--- config.mk ---
export PLATFORM = sky130hd
export DESIGN_NAME = blit_data_regs
export DESIGN_NICKNAME = d
export VERILOG_FILES = /design/src/logic/blit_data_pkg.sv /design/src/logic/blit_data_regs.sv
export SDC_FILE = /design/constraint.sdc
export NUM_CORES = 1
export LEC_CHECK = 0
export ABC_AREA = 1
export BUFFER_PORTS_ARGS = -buffer_cell sky130_fd_sc_hd__buf_4
export CAP_MARGIN = 15
export CORE_AREA = 2 2 216 218
export DETAILED_ROUTE_END_ITERATION = 8
export DIE_AREA = 0 0 218 220
export PLACE_DENSITY = 0.69
export SLEW_MARGIN = 5
export SYNTH_ARGS = -nofsm -noshare
export SYNTH_HDL_FRONTEND = slang
export SYNTH_SLANG_ARGS = --single-unit
--- constraint.sdc ---
create_clock -name ref_clk -period 1.77 [get_ports ref_clk]
set_input_delay 0.4425 -clock ref_clk [delete_from_list [all_inputs] [get_ports ref_clk]]
set_output_delay 0.4425 -clock ref_clk [all_outputs]
set_load 0.05 [all_outputs]
--- src/logic/blit_data_pkg.sv ---
// package: register map, field layout and carrier types of the blit data register bank
package blit_data_pkg;

   // ======================================================================
   // register byte addresses (low 24 bits of the processor address)
   localparam logic [23:0] OFS_SRC_DATA_LO   = 24'hF02240;
   localparam logic [23:0] OFS_SRC_DATA_HI   = 24'hF02244;
   localparam logic [23:0] OFS_DST_DATA_LO   = 24'hF02248;
   localparam logic [23:0] OFS_DST_DATA_HI   = 24'hF0224C;
   localparam logic [23:0] OFS_DST_DEPTH_LO  = 24'hF02250;
   localparam logic [23:0] OFS_DST_DEPTH_HI  = 24'hF02254;
   localparam logic [23:0] OFS_SRC_DEPTH1_LO = 24'hF02258;
   localparam logic [23:0] OFS_SRC_DEPTH1_HI = 24'hF0225C;
   localparam logic [23:0] OFS_SRC_DEPTH2_LO = 24'hF02260;
   localparam logic [23:0] OFS_SRC_DEPTH2_HI = 24'hF02264;
   localparam logic [23:0] OFS_PAT_DATA_LO   = 24'hF02268;
   localparam logic [23:0] OFS_PAT_DATA_HI   = 24'hF0226C;
   localparam logic [23:0] OFS_SHADE_STEP    = 24'hF02270;
   localparam logic [23:0] OFS_DEPTH_STEP    = 24'hF02274;
   localparam logic [23:0] OFS_SHADE_ALIAS3  = 24'hF0227C;
   localparam logic [23:0] OFS_SHADE_ALIAS2  = 24'hF02280;
   localparam logic [23:0] OFS_SHADE_ALIAS1  = 24'hF02284;
   localparam logic [23:0] OFS_STOP_CTRL     = 24'hF02288;
   localparam logic [23:0] OFS_ENGINE_STATUS = 24'hF02238;
   localparam logic [23:0] OFS_IRQ_STATUS    = 24'hF022A0;
   localparam logic [23:0] OFS_IRQ_CLEAR     = 24'hF022A4;
   localparam logic [23:0] OFS_IRQ_ENABLE    = 24'hF022A8;

   // ======================================================================
   // field positions
   localparam int STOP_RESUME_BIT  = 0;
   localparam int STOP_ABORT_BIT   = 1;
   localparam int STOP_ENABLE_BIT  = 2;
   localparam int STAT_IDLE_BIT    = 0;
   localparam int STAT_STOPPED_BIT = 1;
   localparam int IRQ_STOP_BIT     = 0;   // collision stop entered
   localparam int IRQ_ABORT_BIT    = 1;   // operation aborted while stopped
   localparam int IRQ_BITS         = 2;
   localparam int SHADE_FRAC_W     = 16;  // 8.16 shade value
   localparam int SHADE_INT_W      = 8;
   localparam int SHADE_INT_POS    = 8;   // integer byte sits above the colour byte
   localparam int XADD_PIXEL       = 1;

   // ======================================================================
   // reset values
   localparam logic [63:0] RST_DATA64 = 64'h0000_0000_0000_0000;
   localparam logic [31:0] RST_DATA32 = 32'h0000_0000;
   localparam logic [31:0] RD_ZERO    = 32'h0000_0000;

   // ======================================================================
   // carrier types
   typedef struct packed {
      logic       op_busy;        // an operation is running
      logic       write_inhibit;  // inner loop write inhibit this cycle
      logic [1:0] xadd_ctrl;      // destination X add control
      logic       background_write_back_enable; // write back destination on inhibit
      logic       bit_compare_enable;           // source bit compare active
      logic       data_compare_enable;          // data compare active
      logic [2:0] depth_compare_mode;           // nonzero selects a depth compare
   } engine_state_t;

   typedef struct packed {
      logic [63:0] src_data;
      logic [63:0] dst_data;
      logic [63:0] dst_depth;
      logic [63:0] src_depth1;
      logic [63:0] src_depth2;
      logic [63:0] pat_data;
      logic [31:0] shade_step;
      logic [31:0] depth_step;
   } data_bank_t;

endpackage

--- src/logic/blit_data_regs.sv ---
// module: blit data register bank with collision stop control on a classic Wishbone slave
`timescale 1ns/100ps
module blit_data_regs
   import blit_data_pkg::*;
(
   input  wire logic          ref_clk,     // 100 MHz clock
   input  wire logic          rst_n,       // async reset, active low
   input  wire logic          cyc_i,       // wishbone cycle
   input  wire logic          stb_i,       // wishbone strobe
   input  wire logic          we_i,        // wishbone write
   input  wire logic [23:0]   adr_i,       // byte address
   input  wire logic [3:0]    sel_i,       // byte lanes
   input  wire logic [31:0]   dat_i,       // write data
   output logic      [31:0]   dat_o,       // read data
   output logic               ack_o,       // one-cycle acknowledge
   input  wire engine_state_t engine_i,    // engine state from the same clock
   output data_bank_t         bank_o,      // register contents to the data path
   output logic               halted_o,    // engine held by collision stop
   output logic               abort_o,     // one-cycle abort pulse to the engine
   output logic               stop_en_o,   // collision_stop_enable
   output logic               irq_o        // level interrupt
);

   // ======================================================================
   // state declarations
   typedef enum logic [1:0] {
      ST_RUN  = 2'b01,
      ST_HALT = 2'b10
   } stop_state_t;

   stop_state_t         stop_r;
   data_bank_t          bank_r;
   logic                stop_en_r;
   logic                abort_r;
   logic                ack_r;
   logic [31:0]         dat_r;
   logic [IRQ_BITS-1:0] irq_stat_r;
   logic [IRQ_BITS-1:0] irq_en_r;
   logic                irq_r;
   logic                wr_stb;
   logic                rd_stb;
   logic                stop_hit;
   logic                resume_req;
   logic                abort_req;
   logic [IRQ_BITS-1:0] irq_evt;

   // byte-lane merge of one 32-bit word
   function automatic logic [31:0] merge(input logic [31:0] old, input logic [31:0] nw, input logic [3:0] sel);
      logic [31:0] res;
      res = old;
      for (int i = 0; i < 4; i++) begin
         if (sel[i]) begin
            res[8*i +: 8] = nw[8*i +: 8];
         end
      end
      return res;
   endfunction

   // address match for a read or a write
   function automatic logic hit(input logic [23:0] a, input logic [23:0] ofs);
      return a == ofs;
   endfunction

   // ======================================================================
   // bus strobes: taken only on the first cycle, ack drops the cycle after
   assign wr_stb = cyc_i && stb_i && !ack_r && we_i;
   assign rd_stb = cyc_i && stb_i && !ack_r && !we_i;

   // answer every access in one cycle, unmapped included
   always_ff @(posedge ref_clk or negedge rst_n) begin
      if (!rst_n) begin
         ack_r <= 1'b0;
      end else begin
         ack_r <= cyc_i && stb_i && !ack_r;
      end
   end

   // ======================================================================
   // collision stop qualification
   // a stop needs pixel mode, no background write-back and an active compare
   assign stop_hit = stop_en_r && engine_i.op_busy && engine_i.write_inhibit
                     && (engine_i.xadd_ctrl == 2'(XADD_PIXEL)) && !engine_i.background_write_back_enable
                     && (engine_i.bit_compare_enable || engine_i.data_compare_enable
                         || (engine_i.depth_compare_mode != 3'h0));

   // resume and abort bits only count while halted, so stray writes cannot disturb a run
   assign resume_req = wr_stb && hit(adr_i, OFS_STOP_CTRL) && sel_i[0]
                       && dat_i[STOP_RESUME_BIT] && (stop_r == ST_HALT);
   assign abort_req  = wr_stb && hit(adr_i, OFS_STOP_CTRL) && sel_i[0]
                       && dat_i[STOP_ABORT_BIT] && (stop_r == ST_HALT);

   // stop state machine; abort beats resume when both are written
   always_ff @(posedge ref_clk or negedge rst_n) begin
      if (!rst_n) begin
         stop_r <= ST_RUN;
      end else begin
         unique case (stop_r)
            ST_RUN: begin
               if (stop_hit) begin
                  stop_r <= ST_HALT;
               end
            end
            ST_HALT: begin
               if (abort_req || resume_req) begin
                  stop_r <= ST_RUN;
               end
            end
         endcase
      end
   end

   // abort pulse tells the engine to return to idle
   always_ff @(posedge ref_clk or negedge rst_n) begin
      if (!rst_n) begin
         abort_r <= 1'b0;
      end else begin
         abort_r <= abort_req;
      end
   end

   // collision stop enable
   always_ff @(posedge ref_clk or negedge rst_n) begin
      if (!rst_n) begin
         stop_en_r <= 1'b0;
      end else if (wr_stb && hit(adr_i, OFS_STOP_CTRL) && sel_i[0]) begin
         stop_en_r <= dat_i[STOP_ENABLE_BIT];
      end
   end

   // ======================================================================
   // 64-bit data words: low half at the base offset, high half four bytes up
   // plain storage, the data path gives the meaning
   // the step words live here too, so the packed bank has a single writer
   always_ff @(posedge ref_clk or negedge rst_n) begin
      if (!rst_n) begin
         bank_r.shade_step <= RST_DATA32;
         bank_r.depth_step <= RST_DATA32;
         bank_r.src_data   <= RST_DATA64;
         bank_r.dst_data   <= RST_DATA64;
         bank_r.dst_depth  <= RST_DATA64;
         bank_r.src_depth1 <= RST_DATA64;
         bank_r.src_depth2 <= RST_DATA64;
         bank_r.pat_data   <= RST_DATA64;
      end else if (wr_stb) begin
         unique case (adr_i)
            OFS_SRC_DATA_LO:   bank_r.src_data[31:0]    <= merge(bank_r.src_data[31:0], dat_i, sel_i);
            OFS_SRC_DATA_HI:   bank_r.src_data[63:32]   <= merge(bank_r.src_data[63:32], dat_i, sel_i);
            OFS_DST_DATA_LO:   bank_r.dst_data[31:0]    <= merge(bank_r.dst_data[31:0], dat_i, sel_i);
            OFS_DST_DATA_HI:   bank_r.dst_data[63:32]   <= merge(bank_r.dst_data[63:32], dat_i, sel_i);
            OFS_DST_DEPTH_LO:  bank_r.dst_depth[31:0]   <= merge(bank_r.dst_depth[31:0], dat_i, sel_i);
            OFS_DST_DEPTH_HI:  bank_r.dst_depth[63:32]  <= merge(bank_r.dst_depth[63:32], dat_i, sel_i);
            OFS_SRC_DEPTH1_LO: bank_r.src_depth1[31:0]  <= merge(bank_r.src_depth1[31:0], dat_i, sel_i);
            OFS_SRC_DEPTH1_HI: bank_r.src_depth1[63:32] <= merge(bank_r.src_depth1[63:32], dat_i, sel_i);
            OFS_SRC_DEPTH2_LO: bank_r.src_depth2[31:0]  <= merge(bank_r.src_depth2[31:0], dat_i, sel_i);
            OFS_SRC_DEPTH2_HI: bank_r.src_depth2[63:32] <= merge(bank_r.src_depth2[63:32], dat_i, sel_i);
            OFS_PAT_DATA_LO:   bank_r.pat_data[31:0]    <= merge(bank_r.pat_data[31:0], dat_i, sel_i);
            OFS_PAT_DATA_HI:   bank_r.pat_data[63:32]   <= merge(bank_r.pat_data[63:32], dat_i, sel_i);
            // top byte of the shade step is kept as written, software zeroes it
            OFS_SHADE_STEP:    bank_r.shade_step        <= merge(bank_r.shade_step, dat_i, sel_i);
            OFS_DEPTH_STEP:    bank_r.depth_step        <= merge(bank_r.depth_step, dat_i, sel_i);
            // alias writes touch only shade integer and fraction fields
            OFS_SHADE_ALIAS3: begin
               bank_r.pat_data[48+SHADE_INT_POS +: SHADE_INT_W] <= dat_i[SHADE_FRAC_W +: SHADE_INT_W];
               bank_r.src_data[48 +: SHADE_FRAC_W]              <= dat_i[SHADE_FRAC_W-1:0];
            end
            OFS_SHADE_ALIAS2: begin
               bank_r.pat_data[32+SHADE_INT_POS +: SHADE_INT_W] <= dat_i[SHADE_FRAC_W +: SHADE_INT_W];
               bank_r.src_data[32 +: SHADE_FRAC_W]              <= dat_i[SHADE_FRAC_W-1:0];
            end
            OFS_SHADE_ALIAS1: begin
               bank_r.pat_data[16+SHADE_INT_POS +: SHADE_INT_W] <= dat_i[SHADE_FRAC_W +: SHADE_INT_W];
               bank_r.src_data[16 +: SHADE_FRAC_W]              <= dat_i[SHADE_FRAC_W-1:0];
            end
            default: ;
         endcase
      end
   end

   // ======================================================================
   // interrupts: set wins over a clear in the same cycle
   assign irq_evt = {abort_req, (stop_r == ST_RUN) && stop_hit};

   always_ff @(posedge ref_clk or negedge rst_n) begin
      if (!rst_n) begin
         irq_stat_r <= '0;
      end else begin
         for (int i = 0; i < IRQ_BITS; i++) begin
            if (irq_evt[i]) begin
               irq_stat_r[i] <= 1'b1;
            end else if (wr_stb && hit(adr_i, OFS_IRQ_CLEAR) && sel_i[0] && dat_i[i]) begin
               irq_stat_r[i] <= 1'b0;
            end
         end
      end
   end

   // interrupt enable
   always_ff @(posedge ref_clk or negedge rst_n) begin
      if (!rst_n) begin
         irq_en_r <= '0;
      end else if (wr_stb && hit(adr_i, OFS_IRQ_ENABLE) && sel_i[0]) begin
         irq_en_r <= dat_i[IRQ_BITS-1:0];
      end
   end

   // interrupt output registered so the port comes from a flip-flop
   always_ff @(posedge ref_clk or negedge rst_n) begin
      if (!rst_n) begin
         irq_r <= 1'b0;
      end else begin
         irq_r <= |(irq_stat_r & irq_en_r);
      end
   end

   // ======================================================================
   // read data; data registers are write-only and read as zero
   always_ff @(posedge ref_clk or negedge rst_n) begin
      if (!rst_n) begin
         dat_r <= RD_ZERO;
      end else if (rd_stb) begin
         dat_r <= RD_ZERO;
         if (hit(adr_i, OFS_ENGINE_STATUS)) begin
            dat_r[STAT_IDLE_BIT]    <= !engine_i.op_busy;
            dat_r[STAT_STOPPED_BIT] <= (stop_r == ST_HALT);
         end
         if (hit(adr_i, OFS_IRQ_STATUS)) begin
            dat_r[IRQ_BITS-1:0] <= irq_stat_r;
         end
      end else begin
         dat_r <= RD_ZERO;
      end
   end

   assign dat_o     = dat_r;
   assign ack_o     = ack_r;
   assign bank_o    = bank_r;
   assign halted_o  = stop_r[1];  // one-hot: the halt bit is the flip-flop itself
   assign abort_o   = abort_r;
   assign stop_en_o = stop_en_r;
   assign irq_o     = irq_r;
endmodule

# Yosys cells after proc, flatten, opt, wreduce, memory -nomap -nowiden
# Cells that the tools add are included.
word_totals:
  out_inout_bits: 485
  reg_bits: 490
  word_cells: 218
  in_bits: 75
op_classes:
  n_reduce_logical: 96
  bitwise_logic: 1
  n_eq_ne: 36
  n_mux: 20
op_table:
  columns: ["cell", "n"]
  rows:
  - ["$eq A24 B24 Y1 const B", 22]
  - ["$reduce_and A3 Y1", 56]
  - ["$pmux W16 S2", 3]
  - ["$pmux W8 S2", 3]
  - ["$mux W8", 4]
  - ["$logic_and A1 B1 Y1", 22]
  - ["$ne A2 B2 Y1 const B", 11]
  - ["$reduce_bool A2 Y1", 8]
  - ["$mux W2", 5]
  - ["$eq A2 B1 Y1 const B", 2]
  - ["$logic_not A1 Y1", 4]
  - ["$mux W1", 4]
  - ["$pmux W2 S2", 1]
  - ["$logic_or A1 B1 Y1", 3]
  - ["$reduce_bool A3 Y1", 1]
  - ["$and A2 B2 Y2", 1]
  - ["$eq A2 B2 Y1 const B", 1]
  - ["$reduce_and A2 Y1", 1]
  - ["$reduce_or A2 Y1", 1]

# Longest topological paths before layout
logic_depth:
  word_depth: 10
  depth_mapped: 11
  ltp_nobuf: 10

# Worst setup path before layout
# OpenSTA, ideal clock, no wires.
synth_timing:
  kind: "reg2reg"
  startpoint: "reg ack_r (netlist: ack_o)"
  endpoint: "reg bank_r (netlist bit bank_o[69])"
  arrival_ns: 1.710
  slack_ns: -0.071
  n_path_buf: 2
  stages_incl_launch_ff: 11
  synth_period_minus_slack_ns: 1.841
  required_time_ns: 1.639
  setup_time_ns: 0.131
  cell_sequence: "dfrtp_1 nor2_2 nand2_2 clkinv_2 nand2_2 inv_2 buf_6 nand2_2 buf_2 nand2_1 o21ai_1"
synth_between:
  elab_chain_cells: 4
synth_lines:
  columns: ["item", "line_no", "text"]
  rows:
  - ["start, declared", "blit_data_regs.sv:35", "logic ack_r;"]
  - ["start signal, assigned", "blit_data_regs.sv:74", "ack_r <= cyc_i && stb_i && !ack_r;"]
  - ["$logic_not A1 Y1", "blit_data_regs.sv:66", "assign wr_stb = cyc_i && stb_i && !ack_r && we_i;"]
  - ["$logic_and A1 B1 Y1 (2 in series)", "blit_data_regs.sv:66", null]
  - ["$reduce_and A3 Y1 (no line)", null, null]
  - ["end, declared", "blit_data_regs.sv:32", "data_bank_t bank_r;"]
# Every way passes these cells.
# A chain may end at the register's enable or synchronous reset.

# Worst setup path in the final report
layout_timing:
  startpoint: "reg bank_r (netlist bit bank_o[331])"
  endpoint: "out bank_o[331] (netlist name)"
layout_lines:
  columns: ["item", "line_no", "text"]
  rows:
  - ["end, declared", "blit_data_regs.sv:17", "output data_bank_t bank_o,"]
# No word-level cell between the ends.

==> results.txt <==
most common cell after layout, fill and taps aside - nand2_1
Die Y - 220 um
PwrDens - 848 mW/mm^2
gr usage total - 27.5%
die area - 0.0480 mm^2
CTS Buffer Depth - 3
number of global-route vias before repair - 15900
f_max - 592 MHz
status - finished clean
initial antenna violation count - 3
Data arrival, critical path - 1.25 ns
Slew Limit Fails - 0
Clock transition at path regs - 0.06 ns
register area - 0.0115 mm^2
post-DP HPWL - 49700 um
nets - 2677
Tmin final - 1.69 ns
kind of critical path - flip-flop to primary output
DR vias - 16600
synthesized area - 0.0185 mm^2
Worst Hold Class - input port to flip-flop
post-layout instance area - 0.0260 mm^2
slowest stage delay, CP - 0.43 ns
layout cell share with drive strength beyond 1 - 31.5%
DRC viols - 0
Rel. slew slack - 55.2%
Synth Warn # - 0
Die X - 218 um
Final Cycle Share - 95.4%
Initial Utilization - 40.3%
slowest CP cell - dfrtp_1
CP top delay family - flip-flops
multi-input logic area - 0.00623 mm^2
WP buf/inv - 1
startpoint types - flip-flop
WL/cell - 20.7 um
Lkg Pwr - 13.7 nW
FILL cells - 4042
largest fanout on the critical path - 2
ANT nets after route - 0
Finish-stage setup viols - 0
Buffers on Ports - 529
synthesized flop and latch total - 460
Worst-Margin Slew - 0.672 ns
Worst Setup End Kind - primary output
Hold Vio Cnt, Final - 0
CP required - 1.33 ns
Root Driver - clkbuf_16
Distinct cells, synth - 29
sequential share of the synthesized area - 62.2%
1st-iter DRT viols - 1231
H-tree depth - 2
first-pass GRT wire length - 98900 um
Clk Latency, worst-skew pair - 0.59 ns
unrepaired setup endpoints after global routing - true
Avg Cell Area, Syn - 9.34 um^2
Ports - 560
Core Area - 0.0459 mm^2
clk sinks - 460
DR pass1 iterations - 5
total CTS buffers - 48
placed instance area - 0.0243 mm^2
DRT Wirelength - 67200 um
num rows - 79
routability cong. - 0.899
synth-to-layout area growth - 40.4%
peak supply drop - 0.749 mV
CTS tree - yes
clk_skew - 0.0212 ns
post-layout util - 56.6%
largest net degree at the start of global routing - 82
ordered cell list for the critical path - buf_4
Synth Instances - 1980
max_cap viols - 0
drt via density - 5.11
GRT overflow - 0
most frequent cells in the layout - nand2_1 (682), buf_4 (620), dfrtp_1 (458)
[worst paths after layout]
kind,to,slack [ns],depth (start not counted),start
max in group asynchronous,bank_o[338],0.67,3,rst_n
max reg2reg,bank_o[378],0.10,8,ack_o
min in group asynchronous,bank_o[199],0.35,2,rst_n
min reg2reg,bank_o[89],0.48,2,bank_o[89]
min,ack_o,0.14,3,stb_i
max,bank_o[331],0.08,1,bank_o[331]
[flip-flops by register name, indices dropped and copies added, names as in the netlist]
| signal | cells |
|---|---|
| irq_o | 1 |
| irq_stat_r | 2 |
| irq_en_r | 2 |
| dat_o | 2 |
| bank_o | 448 |
| ack_o | 1 |
| stop_r | 2 |
| stop_en_o | 1 |
| abort_o | 1 |
[cell families (layout without fill, tap and decap cells)]
logic type / after synthesis / in the layout / synth area share (%)
AOI/OAI and AO/OA: 394 / 394 / 10.7
buffers and inverters: 194 / 824 / 5.00
DFF: 460 / 460 / 62.2
other: 1 / 31 / 0.0203
and+or+nand+nor: 931 / 931 / 22.1
[tightest hold or removal path: cells and delay by family]
kind | cells | cell delay [ns]
buf+inv | 1 | 0.10
simple gates | 2 | 0.15
[area by class of cell]
cell class	instances	share of cell area (%)
diodes	1	0.00964
clock buffers	67	5.37
clock inverters	20	0.848
inverters	69	1.00
multi-input cells	1355	24.0
flip-flops and latches	460	44.3
well taps	607	2.92
repair buffers	668	21.5
[repair_timing]
item / CTS / global route
setup endpoints to repair: 49 / 119
gates resized for setup: 4 / 11
hold buffers: 1 / 0
hold endpoints to repair: 10 / 0
setup buffers: 0 / 0
[synth_stat cells]
master | instances | share of area, %
a21oi_1 | 2 | 0.054
o21ai_0 | 114 | 3.1
dfrtp_1 | 459 | 62
nand2_2 | 35 | 1.2
buf_6 | 1 | 0.061
clkinv_2 | 1 | 0.027
nor2_4 | 18 | 1.1
nor2_2 | 8 | 0.27
buf_2 | 42 | 1.1
inv_2 | 3 | 0.061
buf_1 | 4 | 0.081
nand3_1 | 111 | 3.0
nor2_1 | 29 | 0.59
buf_4 | 36 | 1.5
inv_1 | 65 | 1.3
dfstp_2 | 1 | 0.14
clkbuf_1 | 42 | 0.85
nor2_8 | 1 | 0.11
o21ai_1 | 277 | 7.5
nand3b_1 | 1 | 0.041
nor3_1 | 2 | 0.054
nand3_4 | 1 | 0.095
nand2_4 | 3 | 0.18
conb_1 | 1 | 0.020
nand4_1 | 28 | 0.95
nand2_1 | 683 | 14
a22o_1 | 1 | 0.047
nand3b_4 | 1 | 0.11
nand3_2 | 10 | 0.54
[power breakdown]
part / leakage, nW / total (W) / switching, W / internal, W
clock: 0.799 / 0.0104 / 0.00432 / 0.00609
sequential: 6.42 / 0.0105 / 0.00000130 / 0.0105
combinational: 6.45 / 0.00109 / 0.000824 / 0.000265
[metal layers]
| layer | part of all wire (%) | global-route usage [%] | routed length, um |
|---|---|---|---|
| met3 | 8.6 | 7.38 | 5790 |
| met4 | 2.7 | 8.46 | 1840 |
| met2 | 47 | 45.0 | 31900 |
| met1 | 41 | 35.8 | 27700 |
| met5 | 0.043 | 0 | 29 |
[stage by stage]
| stage | setup TNS, ns | power (W) | cells | hold slack [ns] | worst slack, ns |
|---|---|---|---|---|---|
| after global routing | -0.0849 | 0.0227 | 3247 | 0.135 | -0.0203 |
| after detailed placement | -117.21 | 0.0118 | 3158 | 0.338 | -0.417 |
| final | 0 | 0.0220 | 3247 | 0.139 | 0.0815 |
| after floorplan | 0 | 0.0111 | 2009 | 0.147 | 0.0195 |
| after CTS | 0 | 0.0222 | 3246 | 0.111 | 0.0416 |
| after global placement | -108.24 | 0.0118 | 3158 | 0.344 | -0.386 |
Note: power is estimated with default switching activity, not from simulation.
